==> src/rtl/ladder_pkg.sv <==
// Package for the ladder boolean executor.
// Assumes one 25 MHz clock domain and synchronous active-high reset.
package ladder_pkg;
  localparam int INSTR_W      = 16;
  localparam int OP_W         = 4;
  localparam int BIT_ADDR_W   = 12;
  localparam int PROG_ADDR_W  = 10;
  localparam int STACK_DEPTH  = 8;
  localparam int OPC_MSB      = 15;
  localparam int OPC_LSB      = 12;
  localparam int BADDR_MSB    = 11;
  localparam int BADDR_LSB    = 0;
  localparam logic [PROG_ADDR_W-1:0] PROG_START = 10'h000;
  localparam logic [BIT_ADDR_W-1:0]  BADDR_ZERO = 12'h000;
  localparam logic [3:0] STACK_ZERO = 4'h0;
  localparam logic [3:0] STACK_ONE  = 4'h1;

  typedef enum logic [OP_W-1:0] {
    OP_NOP                  = 4'h0,
    OP_BLOCK_START          = 4'h1,
    OP_INV_BLOCK_START      = 4'h2,
    OP_SERIES               = 4'h3,
    OP_SERIES_INV           = 4'h4,
    OP_PARALLEL             = 4'h5,
    OP_PARALLEL_INV         = 4'h6,
    OP_CONJ_COMBINE         = 4'h7,
    OP_DISJ_COMBINE         = 4'h8,
    OP_COIL                 = 4'h9,
    OP_COIL_INV             = 4'hA,
    OP_TERMINATOR           = 4'hF
  } opcode_t;
endpackage

==> src/rtl/cond_stack.sv <==
// Last-in first-out store of unused execution conditions.
// Assumes push and pop never arrive together; the caller checks full and empty.
`timescale 1ns/10ps
`default_nettype none
module cond_stack #(
  parameter int DEPTH = ladder_pkg::STACK_DEPTH
) (
  input  wire logic clock_in,
  input  wire logic srst_in,
  input  wire logic clear_in,
  input  wire logic push_in,
  input  wire logic push_bit_in,
  input  wire logic pop_in,
  output logic      top_out,
  output logic      empty_out,
  output logic      full_out
);
  import ladder_pkg::*;

  logic [DEPTH-1:0] store;
  logic [3:0]       count;

  assign top_out   = (count == STACK_ZERO) ? 1'b0 : store[count[2:0] - 3'h1];
  assign empty_out = (count == STACK_ZERO);
  assign full_out  = (count == 4'(DEPTH));

  //////////////////////////////////////////////////////////////////////////
  always_ff @(posedge clock_in) begin
    if (srst_in || clear_in) begin
      count <= STACK_ZERO;
    end else if (push_in) begin
      store[count[2:0]] <= push_bit_in;
      count <= count + STACK_ONE;
    end else if (pop_in) begin
      count <= count - STACK_ONE;
    end
  end
endmodule
`default_nettype wire

==> src/rtl/ladder_boolean_executor.sv <==
// Bit-logic executor stepping through a stored ladder instruction list.
// Assumes program and data memories answer reads in the next cycle.
//
// Overview of operation
// - Parallel contact ORs condition with operand bit or its inverse.
// - Contacts apply in program order, each feeding the next.
// - Series inverted contact ANDs condition with complemented operand bit.
// - Inverted block start begins condition as complement of operand.
// - Coil drive writes operand bit equal to execution condition.
// - Inverted coil drive writes operand bit as inverse of condition.
// - Scan runs to first terminator then restarts at address zero.
// - Terminator carries no operand bits; its condition is ignored.
// - Without any terminator the program never executes.
// - Block start mid-line saves current condition and starts fresh.
// - Only mid-line block starts create saved unused conditions.
// - Conjunctive combine ANDs condition with latest saved one, consuming it.
// - Disjunctive combine ORs condition with latest saved one, consuming it.
// - Combine instructions carry no operand bits.
// - Saved-condition buffer holds at most eight blocks.
// - Every contact and coil instruction occupies one line.
// - Series contact ANDs condition with operand bit.
// - Program addresses start at zero, one instruction each.
`timescale 1ns/10ps
`default_nettype none
module ladder_boolean_executor #(
  parameter int PROG_W = ladder_pkg::PROG_ADDR_W,
  parameter int BIT_W  = ladder_pkg::BIT_ADDR_W
) (
  input  wire logic                             clock_in,
  input  wire logic                             srst_in,
  input  wire logic                             run_in,
  output logic [PROG_W-1:0]                     prog_addr_out,
  input  wire logic [ladder_pkg::INSTR_W-1:0]   prog_data_in,
  input  wire logic                             prog_last_in,
  output logic [BIT_W-1:0]                      bit_addr_out,
  input  wire logic                             bit_data_in,
  output logic                                  bit_write_out,
  output logic                                  bit_wdata_out,
  output logic                                  scan_done_out,
  output logic                                  no_end_error_out,
  output logic                                  prog_error_out,
  output logic                                  exec_cond_out
);
  import ladder_pkg::*;

  //////////////////////////////////////////////////////////////////////////
  // Sequencer states
  typedef enum logic [2:0] {
    ST_IDLE,
    ST_CHECK_FETCH,
    ST_CHECK_DECODE,
    ST_FETCH,
    ST_OPERAND,
    ST_EXEC,
    ST_HALT
  } state_t;

  state_t             state;
  state_t             next_state;
  logic [PROG_W-1:0]  pc;
  logic [INSTR_W-1:0] instr;
  logic               cond;
  logic               next_cond;
  logic               line_open;
  logic               found_end;
  logic               stack_top;
  logic               stack_empty;
  logic               stack_full;

  //////////////////////////////////////////////////////////////////////////
  // Opcode class decode
  function automatic logic is_terminator(input opcode_t op);
    return (op == OP_TERMINATOR);
  endfunction

  function automatic logic is_load_op(input opcode_t op);
    return (op == OP_BLOCK_START) || (op == OP_INV_BLOCK_START);
  endfunction

  function automatic logic is_combine_op(input opcode_t op);
    return (op == OP_CONJ_COMBINE) || (op == OP_DISJ_COMBINE);
  endfunction

  function automatic logic is_coil_op(input opcode_t op);
    return (op == OP_COIL) || (op == OP_COIL_INV);
  endfunction

  // Next word address, zero after a terminator
  function automatic logic [PROG_W-1:0] step_addr(input logic [PROG_W-1:0] addr,
                                                  input logic              wrap);
    return wrap ? PROG_W'(PROG_START) : addr + 1'b1;
  endfunction

  //////////////////////////////////////////////////////////////////////////
  // Instruction field decode
  wire opcode_t           opc          = opcode_t'(instr[OPC_MSB:OPC_LSB]);
  wire opcode_t           fetch_opc    = opcode_t'(prog_data_in[OPC_MSB:OPC_LSB]);
  wire logic [BIT_W-1:0]  fetch_bit    = BIT_W'(prog_data_in[BADDR_MSB:BADDR_LSB]);
  wire logic              is_load      = is_load_op(opc);
  wire logic              is_comb      = is_combine_op(opc);
  wire logic              is_coil      = is_coil_op(opc);
  wire logic              is_end       = is_terminator(opc);
  wire logic              fetch_is_end = is_terminator(fetch_opc);
  wire logic              in_exec      = (state == ST_EXEC);
  wire logic              in_decode    = (state == ST_CHECK_DECODE);
  wire logic              in_operand   = (state == ST_OPERAND);
  wire logic              in_fetch     = (state == ST_FETCH);
  wire logic              in_idle      = (state == ST_IDLE);

  //////////////////////////////////////////////////////////////////////////
  // Address stepping
  wire logic [PROG_W-1:0] scan_next_pc = step_addr(pc, fetch_is_end);
  wire logic [PROG_W-1:0] run_next_pc  = step_addr(pc, is_end);
  // Prescan moves to the next word
  wire logic              scan_step    = in_decode && (next_state == ST_CHECK_FETCH);

  //////////////////////////////////////////////////////////////////////////
  // mid-line load saves condition
  wire logic              do_push      = in_exec && is_load && line_open && !stack_full;
  wire logic              do_pop       = in_exec && is_comb && !stack_empty;
  wire logic              end_fire     = in_exec && is_end;
  wire logic              err_event    = in_exec && ((is_comb && stack_empty) ||
                                                     (is_load && line_open && stack_full));
  wire logic              cond_load    = in_exec && !err_event;
  wire logic              coil_fire    = in_exec && is_coil;
  wire logic              coil_value   = (opc == OP_COIL_INV) ? ~cond : cond;
  wire logic              missing_end  = in_decode && !fetch_is_end && prog_last_in;

  //////////////////////////////////////////////////////////////////////////
  // eight entry buffer
  cond_stack #(
    .DEPTH (STACK_DEPTH)
  ) u_stack (
    .clock_in    (clock_in),
    .srst_in     (srst_in),
    .clear_in    (end_fire),
    .push_in     (do_push),
    .push_bit_in (cond),
    .pop_in      (do_pop),
    .top_out     (stack_top),
    .empty_out   (stack_empty),
    .full_out    (stack_full)
  );

  //////////////////////////////////////////////////////////////////////////
  // Condition evaluation
  always_comb begin
    next_cond = cond;
    unique case (opc)
      OP_BLOCK_START:     next_cond = bit_data_in;
      OP_INV_BLOCK_START: next_cond = ~bit_data_in;
      OP_SERIES:          next_cond = cond & bit_data_in;
      OP_SERIES_INV:      next_cond = cond & ~bit_data_in;
      OP_PARALLEL:        next_cond = cond | bit_data_in;
      OP_PARALLEL_INV:    next_cond = cond | ~bit_data_in;
      OP_CONJ_COMBINE:    next_cond = stack_empty ? cond : (cond & stack_top);
      OP_DISJ_COMBINE:    next_cond = stack_empty ? cond : (cond | stack_top);
      default:            next_cond = cond;
    endcase
  end

  // Sequencer
  always_comb begin
    next_state = state;
    unique case (state)
      ST_IDLE:         next_state = run_in ? ST_CHECK_FETCH : ST_IDLE;
      // Second pass primes word zero
      ST_CHECK_FETCH:  next_state = found_end ? ST_FETCH : ST_CHECK_DECODE;
      ST_CHECK_DECODE: next_state = (fetch_is_end || !prog_last_in) ? ST_CHECK_FETCH : ST_HALT;
      ST_FETCH:        next_state = ST_OPERAND;
      ST_OPERAND:      next_state = ST_EXEC;
      ST_EXEC:         next_state = err_event ? ST_HALT : ST_FETCH;
      ST_HALT:         next_state = ST_HALT;
    endcase
  end

  //////////////////////////////////////////////////////////////////////////
  // State register
  always_ff @(posedge clock_in) begin
    if (srst_in) begin
      state <= ST_IDLE;
    end else begin
      state <= next_state;
    end
  end

  always_ff @(posedge clock_in) begin
    if (srst_in || in_idle) begin
      pc <= PROG_W'(PROG_START);
    end else if (in_decode) begin
      pc <= scan_next_pc;
    end else if (in_operand) begin
      pc <= run_next_pc;
    end
  end

  always_ff @(posedge clock_in) begin
    if (srst_in || in_idle) begin
      found_end <= 1'b0;
    end else if (in_decode && fetch_is_end) begin
      found_end <= 1'b1;
    end
  end

  always_ff @(posedge clock_in) begin
    if (srst_in) begin
      instr <= '0;
    end else if (in_fetch) begin
      instr <= prog_data_in;
    end
  end

  always_ff @(posedge clock_in) begin
    if (srst_in) begin
      cond <= 1'b0;
    end else if (cond_load) begin
      cond <= next_cond;
    end
  end

  always_ff @(posedge clock_in) begin
    if (srst_in) begin
      line_open <= 1'b0;
    end else if (cond_load && (is_load || is_comb)) begin
      line_open <= 1'b1;
    end else if (cond_load && is_end) begin
      line_open <= 1'b0;
    end
  end

  //////////////////////////////////////////////////////////////////////////
  // Program address leads the fetch by one cycle
  always_ff @(posedge clock_in) begin
    if (srst_in || in_idle) begin
      prog_addr_out <= PROG_W'(PROG_START);
    end else if (scan_step) begin
      prog_addr_out <= scan_next_pc;
    end else if (in_operand) begin
      prog_addr_out <= run_next_pc;
    end
  end

  // Operand bit address
  always_ff @(posedge clock_in) begin
    if (srst_in) begin
      bit_addr_out <= BIT_W'(BADDR_ZERO);
    end else if (in_fetch) begin
      bit_addr_out <= fetch_bit;
    end
  end

  always_ff @(posedge clock_in) begin
    if (srst_in) begin
      bit_write_out <= 1'b0;
    end else begin
      bit_write_out <= coil_fire;
    end
  end

  always_ff @(posedge clock_in) begin
    if (srst_in) begin
      bit_wdata_out <= 1'b0;
    end else begin
      bit_wdata_out <= coil_value;
    end
  end

  always_ff @(posedge clock_in) begin
    if (srst_in) begin
      scan_done_out <= 1'b0;
    end else begin
      scan_done_out <= end_fire;
    end
  end

  always_ff @(posedge clock_in) begin
    if (srst_in) begin
      no_end_error_out <= 1'b0;
    end else if (missing_end) begin
      no_end_error_out <= 1'b1;
    end
  end

  always_ff @(posedge clock_in) begin
    if (srst_in) begin
      prog_error_out <= 1'b0;
    end else if (err_event) begin
      prog_error_out <= 1'b1;
    end
  end

  // Condition monitor
  always_ff @(posedge clock_in) begin
    if (srst_in) begin
      exec_cond_out <= 1'b0;
    end else begin
      exec_cond_out <= cond;
    end
  end
endmodule
`default_nettype wire

==> config.mk <==
export PLATFORM = sky130hd
export DESIGN_NAME = ladder_boolean_executor
export DESIGN_NICKNAME = d
export VERILOG_FILES = /design/src/rtl/ladder_pkg.sv /design/src/rtl/cond_stack.sv /design/src/rtl/ladder_boolean_executor.sv
export SDC_FILE = /design/constraint.sdc
export NUM_CORES = 1
export LEC_CHECK = 0
export BUFFER_PORTS_ARGS = -buffer_cell sky130_fd_sc_hd__buf_2
export CAP_MARGIN = 20
export CORE_MARGIN = 3
export CORE_UTILIZATION = 45
export CTS_CLUSTER_SIZE = 8
export DETAILED_ROUTE_END_ITERATION = 8
export PLACE_DENSITY = 0.68
export SYNTH_ARGS = -nofsm -noshare
export SYNTH_HDL_FRONTEND = slang
export SYNTH_SLANG_ARGS = --single-unit
==> constraint.sdc <==
create_clock -name clock_in -period 4.05 [get_ports clock_in]
set_input_delay 0.81 -clock clock_in [delete_from_list [all_inputs] [get_ports clock_in]]
set_output_delay 0.81 -clock clock_in [all_outputs]
set_load 0.005 [all_outputs]
Yosys cells after proc, flatten, opt, wreduce, memory -nomap -nowiden:

Index checks and enable logic that the tools add are counted.

* input bits: 21
* output and inout port bits: 28
* word-level logic and storage cells: 119
* flip-flop bits (word level): 72

* add/sub/neg operators: 4
* reductions and logical operators: 41
* eq/ne operators: 22
* order comparisons: 3
* bitwise operators: 9
* mux-type cells: 24

Operators by type and width (number)
* $mux W10: 5
* $eq A4 B4 Y1 const B: 6
* $pmux W3 S7: 1
* $logic_and A1 B1 Y1: 19
* $eq A4 B3 Y1 const B: 4
* $add A10 B1 Y10 const B: 1
* $mux W1: 10
* $eq A3 B3 Y1 const B: 3
* $bwmux W8: 1
* $eq A4 B2 Y1 const B: 2
* $logic_or A1 B1 Y1: 8
* $lt A3 B4 Y1 const B: 2
* $mux W4: 2
* $pmux W1 S8: 1
* $reduce_bool A2 Y1: 4
* $reduce_bool A8 Y1: 1
* $eq A3 B1 Y1 const B: 2
* $eq A3 B2 Y1 const B: 2
* $mux W3: 2
* $logic_not A1 Y1: 5
* $add A4 B1 Y4 const B: 1
* $eq A4 B1 Y1 const B: 1
* $logic_not A4 Y1: 1
* $ne A2 B2 Y1 const B: 2
* 11 further kinds: 17

Logic depth before layout (Yosys ltp):

* word-level depth: 11
* gate-level depth with buffers: 11
* gate-level depth less buffers: 10

By module:

Synthesis repeated with hierarchy kept, for this count alone.

* cell total of the unflattened synthesis: 359
* area, all modules: 3141.8 sq um

By module, submodules not included
* ladder_boolean_executor: seq. area each 960.9 sq um, times used 1, cells each 298, area each 2452.4 sq um
* cond_stack: seq. area each 320.3 sq um, times used 1, cells each 61, area each 689.4 sq um

Least setup slack after synthesis:

Ideal clock, no wire load.

* path kind: register to register
* start point: register u_stack.count[0]
* end point: register u_stack.count[3]
* path buffers: 1
* clock period less this slack: 2.277 ns
* setup slack: 1.773 ns
* arrival time: 2.161 ns
* library setup time: 0.116 ns
* cell stages (with the launch flop): 12
* data required time: 3.934 ns
* cell sequence: dfxtp_1 -> buf_6 -> inv_1 -> ha_1 -> nand3b_1 -> nand4b_1 -> ha_1 -> a21o_2 -> a21oi_1 -> xnor2_1 -> a211oi_1 -> a31o_1

* cells in the longest elaborated chain, start to end: 4
* elaborated cells between the ends (all ways): 11
* classes of those cells: add/sub: 2; eq/ne: 1; mux: 2; reduce/logical: 6

Ends and longest elaborated chain
* start: declaration: RTL line cond_stack.sv:21 `logic [3:0] count;`
* start signal: assignment: RTL line cond_stack.sv:33 `count <= count + STACK_ONE;`
* start signal: assignment: RTL line cond_stack.sv:35 `count <= count - STACK_ONE;`
* branches (longest 4 deep; another with $sub A4 B1 Y4)

Several ways; the timed one is not identified. The select of a mux whose other input is x is not followed.
A chain may end at the register's enable or synchronous reset.

Worst setup path in the final report:

Ends and elaborated chain as after synthesis.

==> impl_metrics.tcl <==
set metrics [dict create \
    io_buffers 48 \
    clockRootBuffer "clkbuf_8" \
    r2r_start "u_stack.count[0]$_SDFFE_PP0P_" \
    synth_edf_count 8 \
    area_growth_pct 12.0 \
    gr-total-overflow 0 \
    grt_max_degree 32 \
    finalCritPeriodShare_pct 62.8 \
    worst_clock_skew_ns 0.0140 \
    post_cts_buffers 0 \
    leakage_nw 1.26 \
    ant_nets 0 \
    vias 2475 \
    routedWlPerCell_um 13.4 \
    coreArea_sq_um 6420 \
    reg2reg_to "u_stack.count[3]$_SDFFE_PP0P_" \
    yosysSeqAreaShare_pct 42.3 \
    regArea_sq_um 1280 \
    critPathKind "flop to flop" \
    postCtsResizedCells 0 \
    crit_arrival_ns 2.77 \
    first_global_vias 2313 \
    drt-initial-drc-count 67 \
    fin_cells 457 \
    antenna_found_initial 0 \
    hp-class "flop to flop" \
    outcome "finished clean" \
    synthCells 345 \
    clk_pin_slew_worst_paths_ns 0.06 \
    drc 0 \
    fmax_mhz 393 \
    fill_cells 596 \
    io_pins 49 \
    synth_ff_type "dfxtp_1" \
    critPathLaunch "u_stack.count[0]$_SDFFE_PP0P_" \
    routabilityCongestion 0.846 \
    powerDensity_nw_per_um2 379 \
    die_area_sq_um 7750 \
    async_flop_share_pct 0 \
    syn_area_per_cell_sq_um 8.78 \
    dpl.hpwl_mm 4.22 \
    endpoint_kind "flop" \
    start_kind "flop" \
    synth.distinct_cells 52 \
    reg2reg_depth 10 \
    finalPower_mw 1.29 \
    num_antenna_cells 0 \
    cts_tree "done" \
    num_rows 29 \
    pwr-share-clk_pct 42.0 \
    drive_gt1_share_pct 19.7 \
    synth_top_cell_area_share_pct 34.4 \
    finalHoldViolCount 0 \
    ys_top_cells_by_count "dfxtp_1, nand2_1, nor2_1" \
    p_comb_share_pct 9.1 \
    synth.area.top_cells "dfxtp_1, edfxtp_1, nand2_1, a21oi_1, nor2_1" \
    max_slew.worst_pin.slew_ns 0.796 \
    fin_crit_ns 2.54 \
    slew_violations 0 \
    fp.dieH_um 88.0 \
    via_per_inst 5.42 \
    setup_slack_ns 1.51 \
    dr.pass1.iters 4 \
    p_int_mw 0.965 \
    clkLatencyLatePin_ns 0.34 \
    dp_slack_ns 1.49 \
    hold_slack_ns 0.450 \
    clock_path_buffers 2 \
    synth.net_count 371 \
    synth_seq_cells 60 \
    peakVddDrop_mv 0.194 \
    yosysMostFrequentCell "dfxtp_1" \
    crit_chain "inv_1, ha_1, nand3b_1, nand4b_1, ha_1, a21o_2, a21oi_1, xnor2_1, a211oi_1, a31o_1" \
    slowest_delay_ns 0.52 \
    r2r_slack_ns 1.51 \
    maxCapViolCount 0 \
    final_cell_area_sq_um 3390 \
    clock-sinks 60 \
    finish.utilization_pct 52.8 \
    cts_max_level 3 \
    synth_warnings 0 \
    crit_end "u_stack.count[3]$_SDFFE_PP0P_" \
    finalSetupViolCount 0 \
    tns_ns 0 \
    placedCellCount 441 \
    start_util_pct 47.2 \
    placed_area_sq_um 3180 \
    cts_buffers 9 \
    dieWidth_um 88.0 \
    path_max_fanout 7 \
    switchingPower_mw 0.321 \
    multi_input_area_sq_um 1530 \
    yosys.area.top_type "dfxtp_1" \
    p_seq_share_pct 48.9 \
    slew-limit-headroom_pct 47.0 \
    grt.total_usage_pct 17.6 \
    crit_path_top_delay_cell "dfxtp_1" \
    p_sw_share_pct 25.0 \
    worstPathRequired_ns 4.27 \
    cp_common_cell "ha_1" \
    hold_buffers 0 \
    nNetsFinal 402 \
    grt_pass1_wl_mm 10.7 \
    netlist_area_sq_um 3030 \
    rsz0062_at_grt "no" \
    wl_mm 6.12 \
]
==> state kept, by name (all words and copies together), names as in the netlist <==
name              cells
instr                16
pc                   10
prog_addr_out        10
u_stack.store         8
u_stack.count         4
state                 3
bit_wdata_out         1
bit_write_out         1
cond                  1
exec_cond_out         1
found_end             1
line_open             1
no_end_error_out      1
prog_error_out        1
scan_done_out         1
==> placed cells by master (no fill, tap or decap), drive strengths merged, types with 3 or more instances in the layout <==
cell	instances
edfxtp	8
buf	49
xnor2	7
nor2	40
clkinv	3
a21oi	32
a41oi	3
inv	9
a311oi	6
clkbuf	11
a221oi	3
nor3	9
or3	3
a211oi	5
nand3	7
dfxtp	52
o21ai	9
nand3b	5
nand2	50
nand2b	9
a22oi	13
ha	4
nor2b	4
xor2	6
==> worst max-delay path, delay by kind of cell, from the launching register on <==
| family | cells | cell delay [ns] |
|---|---|---|
| adder cells (fa/ha/maj) | 2 | 0.59 |
| AND/OR/NAND/NOR | 2 | 0.39 |
| XOR/XNOR | 1 | 0.16 |
| buffers and inverters | 1 | 0.11 |
| flip-flops | 1 | 0.52 |
| AO/OA/AOI/OAI | 4 | 0.66 |
==> power groups by stage <==
stage          Combinational, mW  Sequential (mW)  Clock [mW]
5_1_grt                    0.134            0.631       0.590
4_1_cts                    0.117            0.628       0.562
2_1_floorplan             0.0988            0.631           0
3_5_place_dp               0.116            0.641           0
6_report                   0.117            0.629       0.540
3_3_place_gp               0.115            0.641           0
==> kinds of logic (layout without fill, tap and decap cells) <==
group	count (synthesis)	in the layout	share of synthesized area [%]
and+or+nand+nor	143	143	22.9
AOI/OAI and AO/OA	82	82	19.4
DFF	60	60	42.3
buffers and inverters	38	73	7.19
xor gates and xnor gates	13	13	3.76
adders and majority gates	5	5	2.31
muxes	4	4	2.15
==> per-layer routing <==
layer	track usage, %	vias up	share of wire (%)
li1	-	1276	-
met1	21.7	1139	47
met2	28.4	52	47
met3	6.87	8	4.2
met4	5.36	0	1.5
met5	0	-	0
==> area by class of cell <==
type	instances	share of cell area, %
clock inverter	4	1.44
timing repair buffer	49	7.41
multi-input combinational	247	45.1
clock buffer	11	4.46
sequential	60	37.8
tap	77	2.84
inverter	9	0.996
==> worst min-delay path by stage <==
| stage | start | to | slack (ns) | depth (start not counted) |
|---|---|---|---|---|
| 2_1_floorplan | instr[0]$_SDFFE_PP0N_ | instr[0]$_SDFFE_PP0N_ | 0.44 | 2 |
| 3_3_place_gp | instr[1]$_SDFFE_PP0N_ | instr[1]$_SDFFE_PP0N_ | 0.44 | 2 |
| 3_5_place_dp | instr[10]$_SDFFE_PP0N_ | instr[10]$_SDFFE_PP0N_ | 0.44 | 2 |
| 4_1_cts | instr[10]$_SDFFE_PP0N_ | instr[10]$_SDFFE_PP0N_ | 0.45 | 2 |
| 5_1_grt | instr[6]$_SDFFE_PP0N_ | instr[6]$_SDFFE_PP0N_ | 0.48 | 2 |
| 6_report | instr[3]$_SDFFE_PP0N_ | instr[3]$_SDFFE_PP0N_ | 0.45 | 2 |
Note: power is estimated with default switching activity, not from simulation.
